`src/design/dim_pkg.sv`:
```
/*
 Package for the memory address multiplexer and strobe generator:
 mode encodings, widths, reset values and timing counts.
 Assumes a 25 MHz mclk (40 ns period).
*/
package dim_pkg;
	// Operating modes chosen by the mode selection input
	typedef enum logic [1:0] {
		DIM_AUTO_INIT,
		DIM_PROC_INIT,
		DIM_EXT_ACCESS,
		DIM_AUTO_ACCESS
	} dim_mode_t;

	// Address widths and bank count
	localparam int ADDR_W = 9;
	localparam int BANKS = 4;
	localparam int CNT_W = 9;

	// Clock period in ns
	localparam int CLK_NS = 40;

	// Times in ns as printed
	localparam int ROW_HOLD_NS = 30;
	localparam int COL_SETUP_NS = 14;
	localparam int EXT_COL_NS = 40;
	localparam int AUTO_CAS_NS = 20;
	localparam int AUTO_RAS_NS = 27;

	// Least times round up, typical ones taken likewise; at least one cycle
	localparam int ROW_HOLD_CYC = (ROW_HOLD_NS + CLK_NS - 1) / CLK_NS;
	localparam int COL_SETUP_CYC = (COL_SETUP_NS + CLK_NS - 1) / CLK_NS;
	localparam int EXT_COL_CYC = (EXT_COL_NS + CLK_NS - 1) / CLK_NS;
	localparam int AUTO_CAS_CYC = (AUTO_CAS_NS + CLK_NS - 1) / CLK_NS;
	localparam int AUTO_RAS_CYC = (AUTO_RAS_NS + CLK_NS - 1) / CLK_NS;

	// Strobe generator clock periods per half of an init write cycle
	localparam logic [1:0] INIT_HALF_PER = 2'h2;

	// Counter end values selected by the count select
	localparam logic [8:0] EOC_127 = 9'h07F;
	localparam logic [8:0] EOC_255 = 9'h0FF;
	localparam logic [8:0] EOC_511 = 9'h1FF;

	// Reset values
	localparam logic [1:0] BANK_RST = 2'h0;
	localparam logic [8:0] CNT_RST = 9'h000;
	localparam logic [3:0] RAS_IDLE = 4'hF;
endpackage

```
`src/design/dim_ctrl.sv`:
```
/*
 Address multiplexer and strobe generator for a four-bank DRAM array:
 automatic and processor-driven all-bank initialisation, externally
 timed access and automatic access with hidden/forced refresh.
 Assumes one 25 MHz clock; all pins arrive asynchronously.
*/
`timescale 1ns/1ps
`default_nettype none
module dim_ctrl (
	input wire logic mclk,
	input wire logic rst_n,
	input wire dim_pkg::dim_mode_t mode_sel,
	input wire logic [1:0] eoc_sel,
	input wire logic [8:0] row_addr_in,
	input wire logic [8:0] col_addr_in,
	input wire logic [1:0] bank_sel_in,
	input wire logic address_latch_strobe,
	input wire logic device_select_n,
	input wire logic row_strobe_in_n,
	input wire logic column_strobe_in_n,
	input wire logic row_column_select,
	input wire logic refresh_request_in_n,
	input wire logic write_in_n,
	output logic [8:0] mux_address_out,
	output logic mux_address_oe,
	output logic [3:0] row_strobe_n,
	output logic column_strobe_n,
	output logic write_strobe_n,
	output logic refresh_io_o,
	output logic refresh_io_oe
);
	////////////////////////////////////////////////////////////////////
	// Pin synchronisers
	logic [6:0] pin_s;
	logic ads_s, cs_n_s, ras_in_s, cas_in_s, rc_s, refresh_request_in_s, win_s;

	dim_sync #(.W(7)) u_sync (
		.mclk(mclk),
		.rst_n(rst_n),
		.async_in({address_latch_strobe, device_select_n, row_strobe_in_n,
			column_strobe_in_n, row_column_select, refresh_request_in_n,
			write_in_n}),
		.sync_out(pin_s)
	);
	assign {ads_s, cs_n_s, ras_in_s, cas_in_s, rc_s, refresh_request_in_s, win_s} = pin_s;

	// Previous synchronised values for edge detection
	logic ras_p_q, cas_p_q, rc_p_q;
	// Address and bank latches
	logic [8:0] row_lat_q, col_lat_q;
	logic [1:0] bank_q;
	// Internal refresh (row) counter
	logic [8:0] rcnt_q;
	// Phase and delay counters
	logic [1:0] gdiv_q;
	logic [2:0] dly_q;
	logic col_phase_q;
	logic req_q;

	// One-hot decode of the bank bits
	function automatic logic [3:0] bank_dec(input logic [1:0] b);
		bank_dec = 4'h1 << b;
	endfunction

	// Item_a value from the select bits
	function automatic logic [8:0] eoc_val(input logic [1:0] s);
		unique case (s)
			2'h1: eoc_val = dim_pkg::EOC_255;
			2'h2: eoc_val = dim_pkg::EOC_511;
			default: eoc_val = dim_pkg::EOC_127;
		endcase
	endfunction

	wire logic ras_fall = ras_p_q && !ras_in_s;
	wire logic cas_fall = cas_p_q && !cas_in_s;
	wire logic rc_fall = rc_p_q && !rc_s;
	wire logic rc_rise = !rc_p_q && rc_s;
	wire logic gclk_fall = cas_p_q && !cas_in_s;
	wire logic is_ai = mode_sel == dim_pkg::DIM_AUTO_INIT;
	wire logic is_aa = mode_sel == dim_pkg::DIM_AUTO_ACCESS;

	////////////////////////////////////////////////////////////////////
	// Edge history
	always_ff @(posedge mclk)
	begin
		if (!rst_n)
		begin
			ras_p_q <= 1'b1;
			cas_p_q <= 1'b1;
			rc_p_q <= 1'b1;
		end
		else
		begin
			ras_p_q <= ras_in_s;
			cas_p_q <= cas_in_s;
			rc_p_q <= rc_s;
		end
	end

	////////////////////////////////////////////////////////////////////
	// Address latches follow while strobe high; row and bank hold after it falls, column keeps following in automatic init
	always_ff @(posedge mclk)
	begin
		if (!rst_n)
		begin
			row_lat_q <= dim_pkg::CNT_RST;
			col_lat_q <= dim_pkg::CNT_RST;
			bank_q <= dim_pkg::BANK_RST;
		end
		else if (ads_s)
		begin
			// Processor advances the address; latched each cycle
			row_lat_q <= row_addr_in;
			col_lat_q <= col_addr_in;
			bank_q <= bank_sel_in;
		end
		else if (is_ai)
		begin
			// External counter supplies columns during init
			col_lat_q <= col_addr_in;
		end
	end

	////////////////////////////////////////////////////////////////////
	// Strobe generator clock divider: counts falling edges of the clock
	always_ff @(posedge mclk)
	begin
		if (!rst_n || !is_ai)
			gdiv_q <= 2'h0;
		else if (gclk_fall)
			gdiv_q <= gdiv_q + 2'h1;
	end

	// Row strobe phase: low half is upper two of four periods
	wire logic ai_ras_low = gdiv_q[1];

	////////////////////////////////////////////////////////////////////
	// Row/column phase and delay counter shared by all four modes
	always_ff @(posedge mclk)
	begin
		if (!rst_n)
		begin
			col_phase_q <= 1'b0;
			dly_q <= 3'h0;
		end
		else
		begin
			unique case (mode_sel)
				dim_pkg::DIM_AUTO_INIT:
				begin
					// Count cycles since row strobe dropped
					if (!ai_ras_low)
					begin
						col_phase_q <= 1'b0;
						dly_q <= 3'h0;
					end
					else if (dly_q != 3'h7)
						dly_q <= dly_q + 3'h1;
					if (ai_ras_low && dly_q == 3'(dim_pkg::ROW_HOLD_CYC))
						col_phase_q <= 1'b1;
				end
				dim_pkg::DIM_AUTO_ACCESS:
				begin
					// Timed purely from row strobe input
					if (ras_in_s)
					begin
						col_phase_q <= 1'b0;
						dly_q <= 3'h0;
					end
					else if (dly_q != 3'h7)
						dly_q <= dly_q + 3'h1;
					if (!ras_in_s && dly_q == 3'(dim_pkg::AUTO_RAS_CYC
						+ dim_pkg::ROW_HOLD_CYC))
						col_phase_q <= 1'b1;
				end
				default:
				begin
					// External timing: select low means columns
					col_phase_q <= !rc_s;
					if (rc_fall || (cas_fall && !rc_s))
						dly_q <= 3'h0;
					else if (dly_q != 3'h7)
						dly_q <= dly_q + 3'h1;
				end
			endcase
		end
	end

	////////////////////////////////////////////////////////////////////
	// Refresh counter: advances after each init write cycle ends
	logic ai_end;
	assign ai_end = is_ai && gclk_fall && gdiv_q == 2'h3;
	always_ff @(posedge mclk)
	begin
		if (!rst_n)
			rcnt_q <= dim_pkg::CNT_RST;
		else if (ai_end)
			rcnt_q <= (rcnt_q == eoc_val(eoc_sel)) ? dim_pkg::CNT_RST :
				rcnt_q + 9'h001;
	end

	////////////////////////////////////////////////////////////////////
	// Refresh request flag for automatic access
	always_ff @(posedge mclk)
	begin
		if (!rst_n || !is_aa)
			req_q <= 1'b0;
		else if (rc_rise)
			req_q <= 1'b1;
		else if ((rc_s && cs_n_s && ras_fall) || !refresh_request_in_s)
			req_q <= 1'b0;
	end

	////////////////////////////////////////////////////////////////////
	// Output strobes, address and refresh pin
	always_ff @(posedge mclk)
	begin
		if (!rst_n)
		begin
			mux_address_out <= dim_pkg::CNT_RST;
			mux_address_oe <= 1'b0;
			row_strobe_n <= dim_pkg::RAS_IDLE;
			column_strobe_n <= 1'b1;
			write_strobe_n <= 1'b1;
			refresh_io_o <= 1'b1;
			refresh_io_oe <= 1'b0;
		end
		else
		begin
			unique case (mode_sel)
				dim_pkg::DIM_AUTO_INIT:
				begin
					mux_address_oe <= 1'b1;
					// Row from counter, then column latch
					mux_address_out <= col_phase_q ? col_lat_q : rcnt_q;
					row_strobe_n <= ai_ras_low ? 4'h0 : 4'hF;
					// One setup cycle after the column goes out
					column_strobe_n <= !(col_phase_q && dly_q >
						3'(dim_pkg::ROW_HOLD_CYC + dim_pkg::COL_SETUP_CYC));
					write_strobe_n <= 1'b0;
					// Open-drain low at counter end clocks column counter
					refresh_io_oe <= rcnt_q == eoc_val(eoc_sel);
					refresh_io_o <= 1'b0;
				end
				dim_pkg::DIM_PROC_INIT:
				begin
					mux_address_oe <= 1'b1;
					mux_address_out <= col_phase_q ? col_lat_q : row_lat_q;
					row_strobe_n <= {4{ras_in_s}};
					column_strobe_n <= cas_in_s || !col_phase_q;
					write_strobe_n <= win_s;
					refresh_io_oe <= 1'b0;
					refresh_io_o <= 1'b1;
				end
				dim_pkg::DIM_EXT_ACCESS:
				begin
					mux_address_oe <= !cs_n_s;
					if (refresh_request_in_s && rc_s && !cs_n_s)
						mux_address_out <= row_lat_q;
					else if (col_phase_q && dly_q >= 3'(dim_pkg::EXT_COL_CYC - 1))
						mux_address_out <= col_lat_q;
					row_strobe_n <= (ras_in_s || cs_n_s) ? 4'hF :
						~bank_dec(bank_q);
					if (!col_phase_q)
						column_strobe_n <= 1'b1;
					else if (cas_in_s && dly_q == 3'h0)
						column_strobe_n <= 1'b1;
					else if (!cas_in_s && dly_q >= 3'(dim_pkg::AUTO_CAS_CYC))
						column_strobe_n <= 1'b0;
					write_strobe_n <= win_s;
					refresh_io_oe <= 1'b0;
					refresh_io_o <= 1'b1;
				end
				dim_pkg::DIM_AUTO_ACCESS:
				begin
					mux_address_oe <= !cs_n_s;
					mux_address_out <= col_phase_q ? col_lat_q : row_lat_q;
					if (ras_in_s)
						row_strobe_n <= 4'hF;
					else if (!refresh_request_in_s || (rc_s && cs_n_s && req_q))
						row_strobe_n <= 4'h0;
					else if (dly_q >= 3'(dim_pkg::AUTO_RAS_CYC - 1) && !cs_n_s)
						row_strobe_n <= ~bank_dec(bank_q);
					// Column strobe a setup cycle after the column address;
					// a refresh is row strobe only, and a stale phase from
					// another mode must not strobe before the row does
					column_strobe_n <= !(col_phase_q && !ras_in_s && refresh_request_in_s &&
						!cs_n_s && dly_q > 3'(dim_pkg::AUTO_RAS_CYC +
						dim_pkg::ROW_HOLD_CYC + dim_pkg::COL_SETUP_CYC));
					write_strobe_n <= win_s;
					refresh_io_oe <= req_q && !rc_s;
					refresh_io_o <= 1'b0;
				end
			endcase
		end
	end

	////////////////////////////////////////////////////////////////////
	// Checks
	// Outputs lag one edge, so each check except the two on column strobe falls waits for a settled prior cycle
	chk_init_we_low: assert property (
		@(posedge mclk) disable iff (!rst_n)
		is_ai && $past(is_ai) && $past(rst_n) |-> write_strobe_n == 1'b0)
		else $error("write strobe not low in init");
	chk_init_col_after_ras: assert property (
		@(posedge mclk) disable iff (!rst_n)
		is_ai && $fell(column_strobe_n) |-> row_strobe_n == 4'h0)
		else $error("column strobe without row strobe");
	chk_ext_one_bank: assert property (
		@(posedge mclk) disable iff (!rst_n)
		mode_sel == dim_pkg::DIM_EXT_ACCESS && $past(mode_sel) ==
		dim_pkg::DIM_EXT_ACCESS && row_strobe_n != 4'hF
		|-> $onehot(~row_strobe_n))
		else $error("more than one bank strobed");
	chk_proc_all_banks: assert property (
		@(posedge mclk) disable iff (!rst_n)
		mode_sel == dim_pkg::DIM_PROC_INIT && $past(mode_sel) ==
		dim_pkg::DIM_PROC_INIT |-> row_strobe_n == {4{$past(ras_in_s)}})
		else $error("row strobes not following input");
	chk_aa_cas_late: assert property (
		@(posedge mclk) disable iff (!rst_n)
		is_aa && $fell(column_strobe_n) |-> $past(row_strobe_n, 2) != 4'hF)
		else $error("column strobe too early");
	chk_aa_req_pin: assert property (
		@(posedge mclk) disable iff (!rst_n)
		is_aa && $past(is_aa) && $past(req_q) && !$past(rc_s)
		|-> refresh_io_oe)
		else $error("refresh request not driven");
	chk_init_eoc_pin: assert property (
		@(posedge mclk) disable iff (!rst_n)
		is_ai && $past(is_ai) && $past(rcnt_q) == eoc_val($past(eoc_sel))
		|-> refresh_io_oe && !refresh_io_o)
		else $error("refresh pin not low at count end");
	// Decode written out as a table so it does not mirror the function
	chk_ext_bank_decode: assert property (
		@(posedge mclk) disable iff (!rst_n)
		mode_sel == dim_pkg::DIM_EXT_ACCESS && $past(mode_sel) ==
		dim_pkg::DIM_EXT_ACCESS && row_strobe_n != 4'hF
		|-> row_strobe_n == (($past(bank_q) == 2'h0) ? 4'hE :
		($past(bank_q) == 2'h1) ? 4'hD :
		($past(bank_q) == 2'h2) ? 4'hB : 4'h7))
		else $error("bank decode wrong");
endmodule
`default_nettype wire

```
`src/design/dim_sync.sv`:
```
/*
 Two flip-flop synchroniser bank for asynchronous pins.
 Assumes inputs come from outside the mclk domain.
*/
`timescale 1ns/1ps
`default_nettype none
module dim_sync #(
	parameter int W = 1
)(
	input wire logic mclk,
	input wire logic rst_n,
	input wire logic [W-1:0] async_in,
	output logic [W-1:0] sync_out
);
	// First stage, read only by the second stage
	logic [W-1:0] meta_q;

	////////////////////////////////////////////////////////////////////
	// Two stages; idle value high since all pins are active low or idle
	always_ff @(posedge mclk)
	begin
		if (!rst_n)
		begin
			meta_q <= '1;
			sync_out <= '1;
		end
		else
		begin
			meta_q <= async_in;
			sync_out <= meta_q;
		end
	end
endmodule
`default_nettype wire

```
`config.mk`:
```
export PLATFORM = sky130hd
export DESIGN_NAME = dim_ctrl
export DESIGN_NICKNAME = d
export VERILOG_FILES = /design/src/design/dim_pkg.sv /design/src/design/dim_ctrl.sv /design/src/design/dim_sync.sv
export SDC_FILE = /design/constraint.sdc
export NUM_CORES = 1
export LEC_CHECK = 0
export ABC_CLOCK_PERIOD_IN_PS = 2100
export BUFFER_PORTS_ARGS = -buffer_cell sky130_fd_sc_hd__buf_4
export CORE_MARGIN = 3
export CORE_UTILIZATION = 45
export CTS_CLUSTER_DIAMETER = 100
export DETAILED_ROUTE_END_ITERATION = 12
export GPL_TIMING_DRIVEN = 0
export PLACE_DENSITY_LB_ADDON = 0.08
export SYNTH_ARGS = -nofsm -noshare
export SYNTH_HDL_FRONTEND = slang
export SYNTH_SLANG_ARGS = --single-unit
```
`constraint.sdc`:
```
create_clock -name mclk -period 2.1 [get_ports mclk]
set_input_delay 0.105 -clock mclk [delete_from_list [all_inputs] [get_ports mclk]]
set_output_delay 0.105 -clock mclk [all_outputs]
set_load 0.05 [all_outputs]
```
==> impl_summary.txt <==
----------------------------------------------------
[Outcome]
  Status ... complete, no violations

[Layout]
  Flip-flop and latch area ... 1420 um2
  Proportion of layout cells with a drive suffix above 1 ... 19.5%
  Area occupied by multi-input gates ... around 1800 um2
  Total inserted antenna cells ... 0
  P&R area growth vs syn ... 25.2%
  Fin util ... 58.5%
  Final-stage net count ... slightly below 500
  Fill cell instance count of the final layout ... 675

[Logic synthesis]
  Async SR Flop Fraction ... 0%
  Yosys cell types ... 46
  Netlist area before placement ... 3410 um2
  Leading post-synthesis cells by cell area ... sky130_fd_sc_hd__dfxtp_1 42%, sky130_fd_sc_hd__mux2i_1 6.5%, sky130_fd_sc_hd__nand3_1 5.0%
  Largest area contributor in the netlist ... sky130_fd_sc_hd__dfxtp_1
  Proportion of synthesized chip area in sequential cells ... between 40% and 50%
  Post-Syn Nets ... 421
  Syn Inst Count ... 377
  Average instance area after synthesis ... 9.04 um2
  Number of storage elements in the synthesis netlist ... 71
  Most frequently used flop master after synthesis ... sky130_fd_sc_hd__dfxtp_1
  Top cell type's share of synthesized area ... roughly two fifths
  Ys Warns ... 0
  Number of synthesized flops with an enable pin ... 0

[Clock tree]
  Maximum clock insertion buffer count ... 2
  Count of H-tree levels built during CTS ... 3
  TritonCTS buffer count ... 9
  Clock latency on the worst-skew pair ... 0.35 ns
  Clock Tree Root ... sky130_fd_sc_hd__clkbuf_8
  Post-CTS setup repair buffer count ... 0
  CTS sink cnt ... 71
  TritonCTS clock tree ... yes
  Clock-pin slew on the worst setup and hold paths ... 0.08 ns

[Placement]
  Final Wtd Congestion ... 0.840
  HPWL Detailed ... 5950 um
  Count of input and output buffers ... 50

[Power and ir drop]
  LEAKAGE ... 1.77 nW
  Psw ... 0.000808 W
  Seq pwr share ... 43.5%
  Switch share ... about 24%
  Peak supply drop ... 0.393 mV
  Portion of total power attributed to combinational logic ... 13.2%
  Power density of the placed cells ... 787 nW/um2
  Clock Power Share ... 43.3%
  Internal power consumption ... 0.00255 W

[Setup path]
  Master of the slowest instance on the critical path ... sky130_fd_sc_hd__dfxtp_1
  CP startpoint ... gdiv_q[1]$_SDFFE_PP0N_
  Startpoint Class ... flip-flop
  Category of the most critical setup path ... reg -> reg
  Worst endpoint required time ... 2.34 ns
  Crit-path max cell delay ... 0.41 ns
  Data arrival time of the critical path ... 1.96 ns
  Endpoint class of the critical path ... flip-flop
  Worst R2R Start ... gdiv_q[1]$_SDFFE_PP0N_
  Maximum fanout count along the critical path ... 8
  Cells along the critical path ... ha_1 > nand4b_1 > nor3_1 > a21bo_2 > buf_2 > nor2_1

[Worst hold path]
  Worst hold path type ... in -> reg
  Startpoint of the worst hold path ... row_addr_in[1]

[Detailed routing]
  Routed met2 length ... roughly 4100 um
  Mean routed wirelength per cell ... 14.9 um
  DRC viols ... 0
  Met1 Wirelength ... between 3000 and 4000 um
  First drt pass iteration count ... 5
  Remaining antenna violation count after routing ... 0
  Iteration-0 DRC count of the detailed router ... 130
  Final Routed Wirelength ... 8220 um
  Met3 Routed Length ... 413 um
  Highest layer used for signal routing ... met4
  Number of vias in the routed layout ... 2890
  Routed vias/inst ... about 5.2

[Floorplan]
  Width of the die ... 93.0 um
  Placeable core region ... 7290 um2
  Initial Utilization ... 46.7%
  Die Y-Extent ... slightly above 90 um
  Rows ... 31
  Count of boundary I/O pins ... 51
  DIE AREA ... approximately 8700 um2

[Timing]
  Final setup violation count ... 0
  Fin Clk Skew ... 0.00845 ns
  Tmin final ... 1.73 ns
  Setup total negative slack ... 0 ns
  Fmax ... 579 MHz
  Setup repair after global routing missed its margin ... no
  Transition time at the pin with the least slew margin ... 0.683 ns
  Final cycle utilization of the critical path ... 82.2%
  Final-report max-slew violation count ... 0
  Relative slew margins ... 53.9%
  Number of hold violations in the final report ... 0

[Global route]
  Gr usage total ... 20.2%
  Via count of the first global-routing pass ... between 2000 and 3000
  First-pass GRT wire length ... 13600 um
  GR Overflow Total ... 0
  Largest net degree at the start of global routing ... 13
  Initial antenna violation count ... 0

[Run]
  Max-Cap Viols ... 0

----------------------------------------------------
==> sequential cells by signal, summed over array words and instances, names as in the netlist, 3 cells and up <==
register,cells
col_lat_q,9
row_lat_q,9
rcnt_q,9
mux_address_out,9
dly_q,3
u_sync.meta_q,7
u_sync.sync_out,7
row_strobe_n,4
==> worst paths after layout <==
kind         depth (start not counted)  slack [ns]                       endpoint
max                                  6        0.37         rcnt_q[4]$_SDFFE_PN0P_
min                                  3        0.01      row_lat_q[1]$_SDFFE_PN0P_
max reg2reg                          6        0.37         rcnt_q[4]$_SDFFE_PN0P_
min reg2reg                          1        0.40  u_sync.sync_out[6]$_SDFF_PN1_
==> stage by stage <==
step                      hold WS, ns  cell area [um2]  instances  setup slack, ns  power (W)
after floorplan                 0.206             3410        377            0.635    0.00177
after global placement          0.288             3910        526            0.289    0.00192
after detailed placement        0.292             3910        526            0.214    0.00193
after CTS                    0.000475             4270        551            0.362    0.00340
after global routing          0.00625             4270        551            0.241    0.00351
final                          0.0110             4270        551            0.374    0.00336
==> cells in the mapped netlist (2+ instances only) <==
cell type	instances
sky130_fd_sc_hd__nor2_1	18
sky130_fd_sc_hd__nand2b_1	21
sky130_fd_sc_hd__nand3b_1	2
sky130_fd_sc_hd__mux2i_1	22
sky130_fd_sc_hd__buf_2	4
sky130_fd_sc_hd__nand2_1	38
sky130_fd_sc_hd__a21boi_0	10
sky130_fd_sc_hd__a21oi_1	14
sky130_fd_sc_hd__nor3_1	3
sky130_fd_sc_hd__mux2_2	9
sky130_fd_sc_hd__a32o_1	8
sky130_fd_sc_hd__nand4b_1	2
sky130_fd_sc_hd__ha_1	11
sky130_fd_sc_hd__o21ai_0	16
sky130_fd_sc_hd__xnor2_1	7
sky130_fd_sc_hd__clkbuf_1	14
sky130_fd_sc_hd__and2_1	2
sky130_fd_sc_hd__a32o_2	2
sky130_fd_sc_hd__xor2_1	5
sky130_fd_sc_hd__and3b_1	2
sky130_fd_sc_hd__dfxtp_1	71
sky130_fd_sc_hd__inv_1	13
sky130_fd_sc_hd__buf_6	3
sky130_fd_sc_hd__nor2b_1	16
sky130_fd_sc_hd__o2111ai_1	6
sky130_fd_sc_hd__nand3_1	34
sky130_fd_sc_hd__nor4_1	3
sky130_fd_sc_hd__nand4_1	3
==> worst max-delay path: cells and delay by family, from the launching register on <==
family / cells / cell delay (ns)
simple gates: 3 / 0.66
flops: 1 / 0.41
fa+ha+maj: 1 / 0.19
buf+inv: 1 / 0.18
compound gates: 1 / 0.17
==> cell families (layout without fill, tap and decap cells) <==
family          after synthesis  in the layout  synth area share [%]
buf+inv                      36            111                  4.88
fa+ha+maj                    11             11                  4.04
xor+xnor                     12             12                  3.08
simple gates                150            150                  23.2
compound gates               66             66                  13.7
flops                        71             71                  41.7
mux                          31             31                  9.44
==> cell usage in the layout, fill, tap and decap left out, types with 8 or more instances in the layout <==
cell,netlist,layout
sky130_fd_sc_hd__nor2_1,18,18
sky130_fd_sc_hd__clkbuf_1,14,15
sky130_fd_sc_hd__clkbuf_8,0,10
sky130_fd_sc_hd__ha_1,11,11
sky130_fd_sc_hd__nor2b_1,16,16
sky130_fd_sc_hd__a32o_1,8,8
sky130_fd_sc_hd__inv_1,13,13
sky130_fd_sc_hd__nand3_1,34,34
sky130_fd_sc_hd__a21boi_0,10,10
sky130_fd_sc_hd__buf_4,1,51
sky130_fd_sc_hd__nand2b_1,21,21
sky130_fd_sc_hd__o21ai_0,16,16
sky130_fd_sc_hd__dlygate4sd3_1,0,9
sky130_fd_sc_hd__nand2_1,38,38
sky130_fd_sc_hd__mux2_2,9,9
sky130_fd_sc_hd__mux2i_1,22,22
sky130_fd_sc_hd__a21oi_1,14,14
sky130_fd_sc_hd__dfxtp_1,71,71
==> area by class of cell <==
class	instances	area share, %
multi-input combinational	270	42.6
sequential	71	33.3
timing repair buffer	59	10.9
clock buffer	11	3.31
clock inverter	5	3.02
tap	99	2.90
buffer	23	2.76
inverter	13	1.14
==> power by group through the flow <==
| stage | Combinational, W | Clock (W) | Sequential, W |
|---|---|---|---|
| finish | 0.000443 | 0.00145 | 0.00146 |
| global route | 0.000486 | 0.00155 | 0.00147 |
| CTS | 0.000447 | 0.00149 | 0.00146 |
| detailed placement | 0.000432 | 0 | 0.00149 |
| global placement | 0.000426 | 0 | 0.00149 |
| floorplan | 0.000213 | 0 | 0.00156 |
==> timing repair <==
action                                 4_1_cts  5_1_grt
setup endpoints to repair                    0        0
endpoints found under the hold margin        9        0
hold buffers                                 9        0
gates resized for setup                      0        0
==> layer usage <==
layer	vias to the layer above	GRT usage, %
met3	12	4.10
met2	68	34.6
met1	1344	24.7
li1	1466	-
met5	-	0
met4	0	7.94
(Power assumes the default switching activity.)
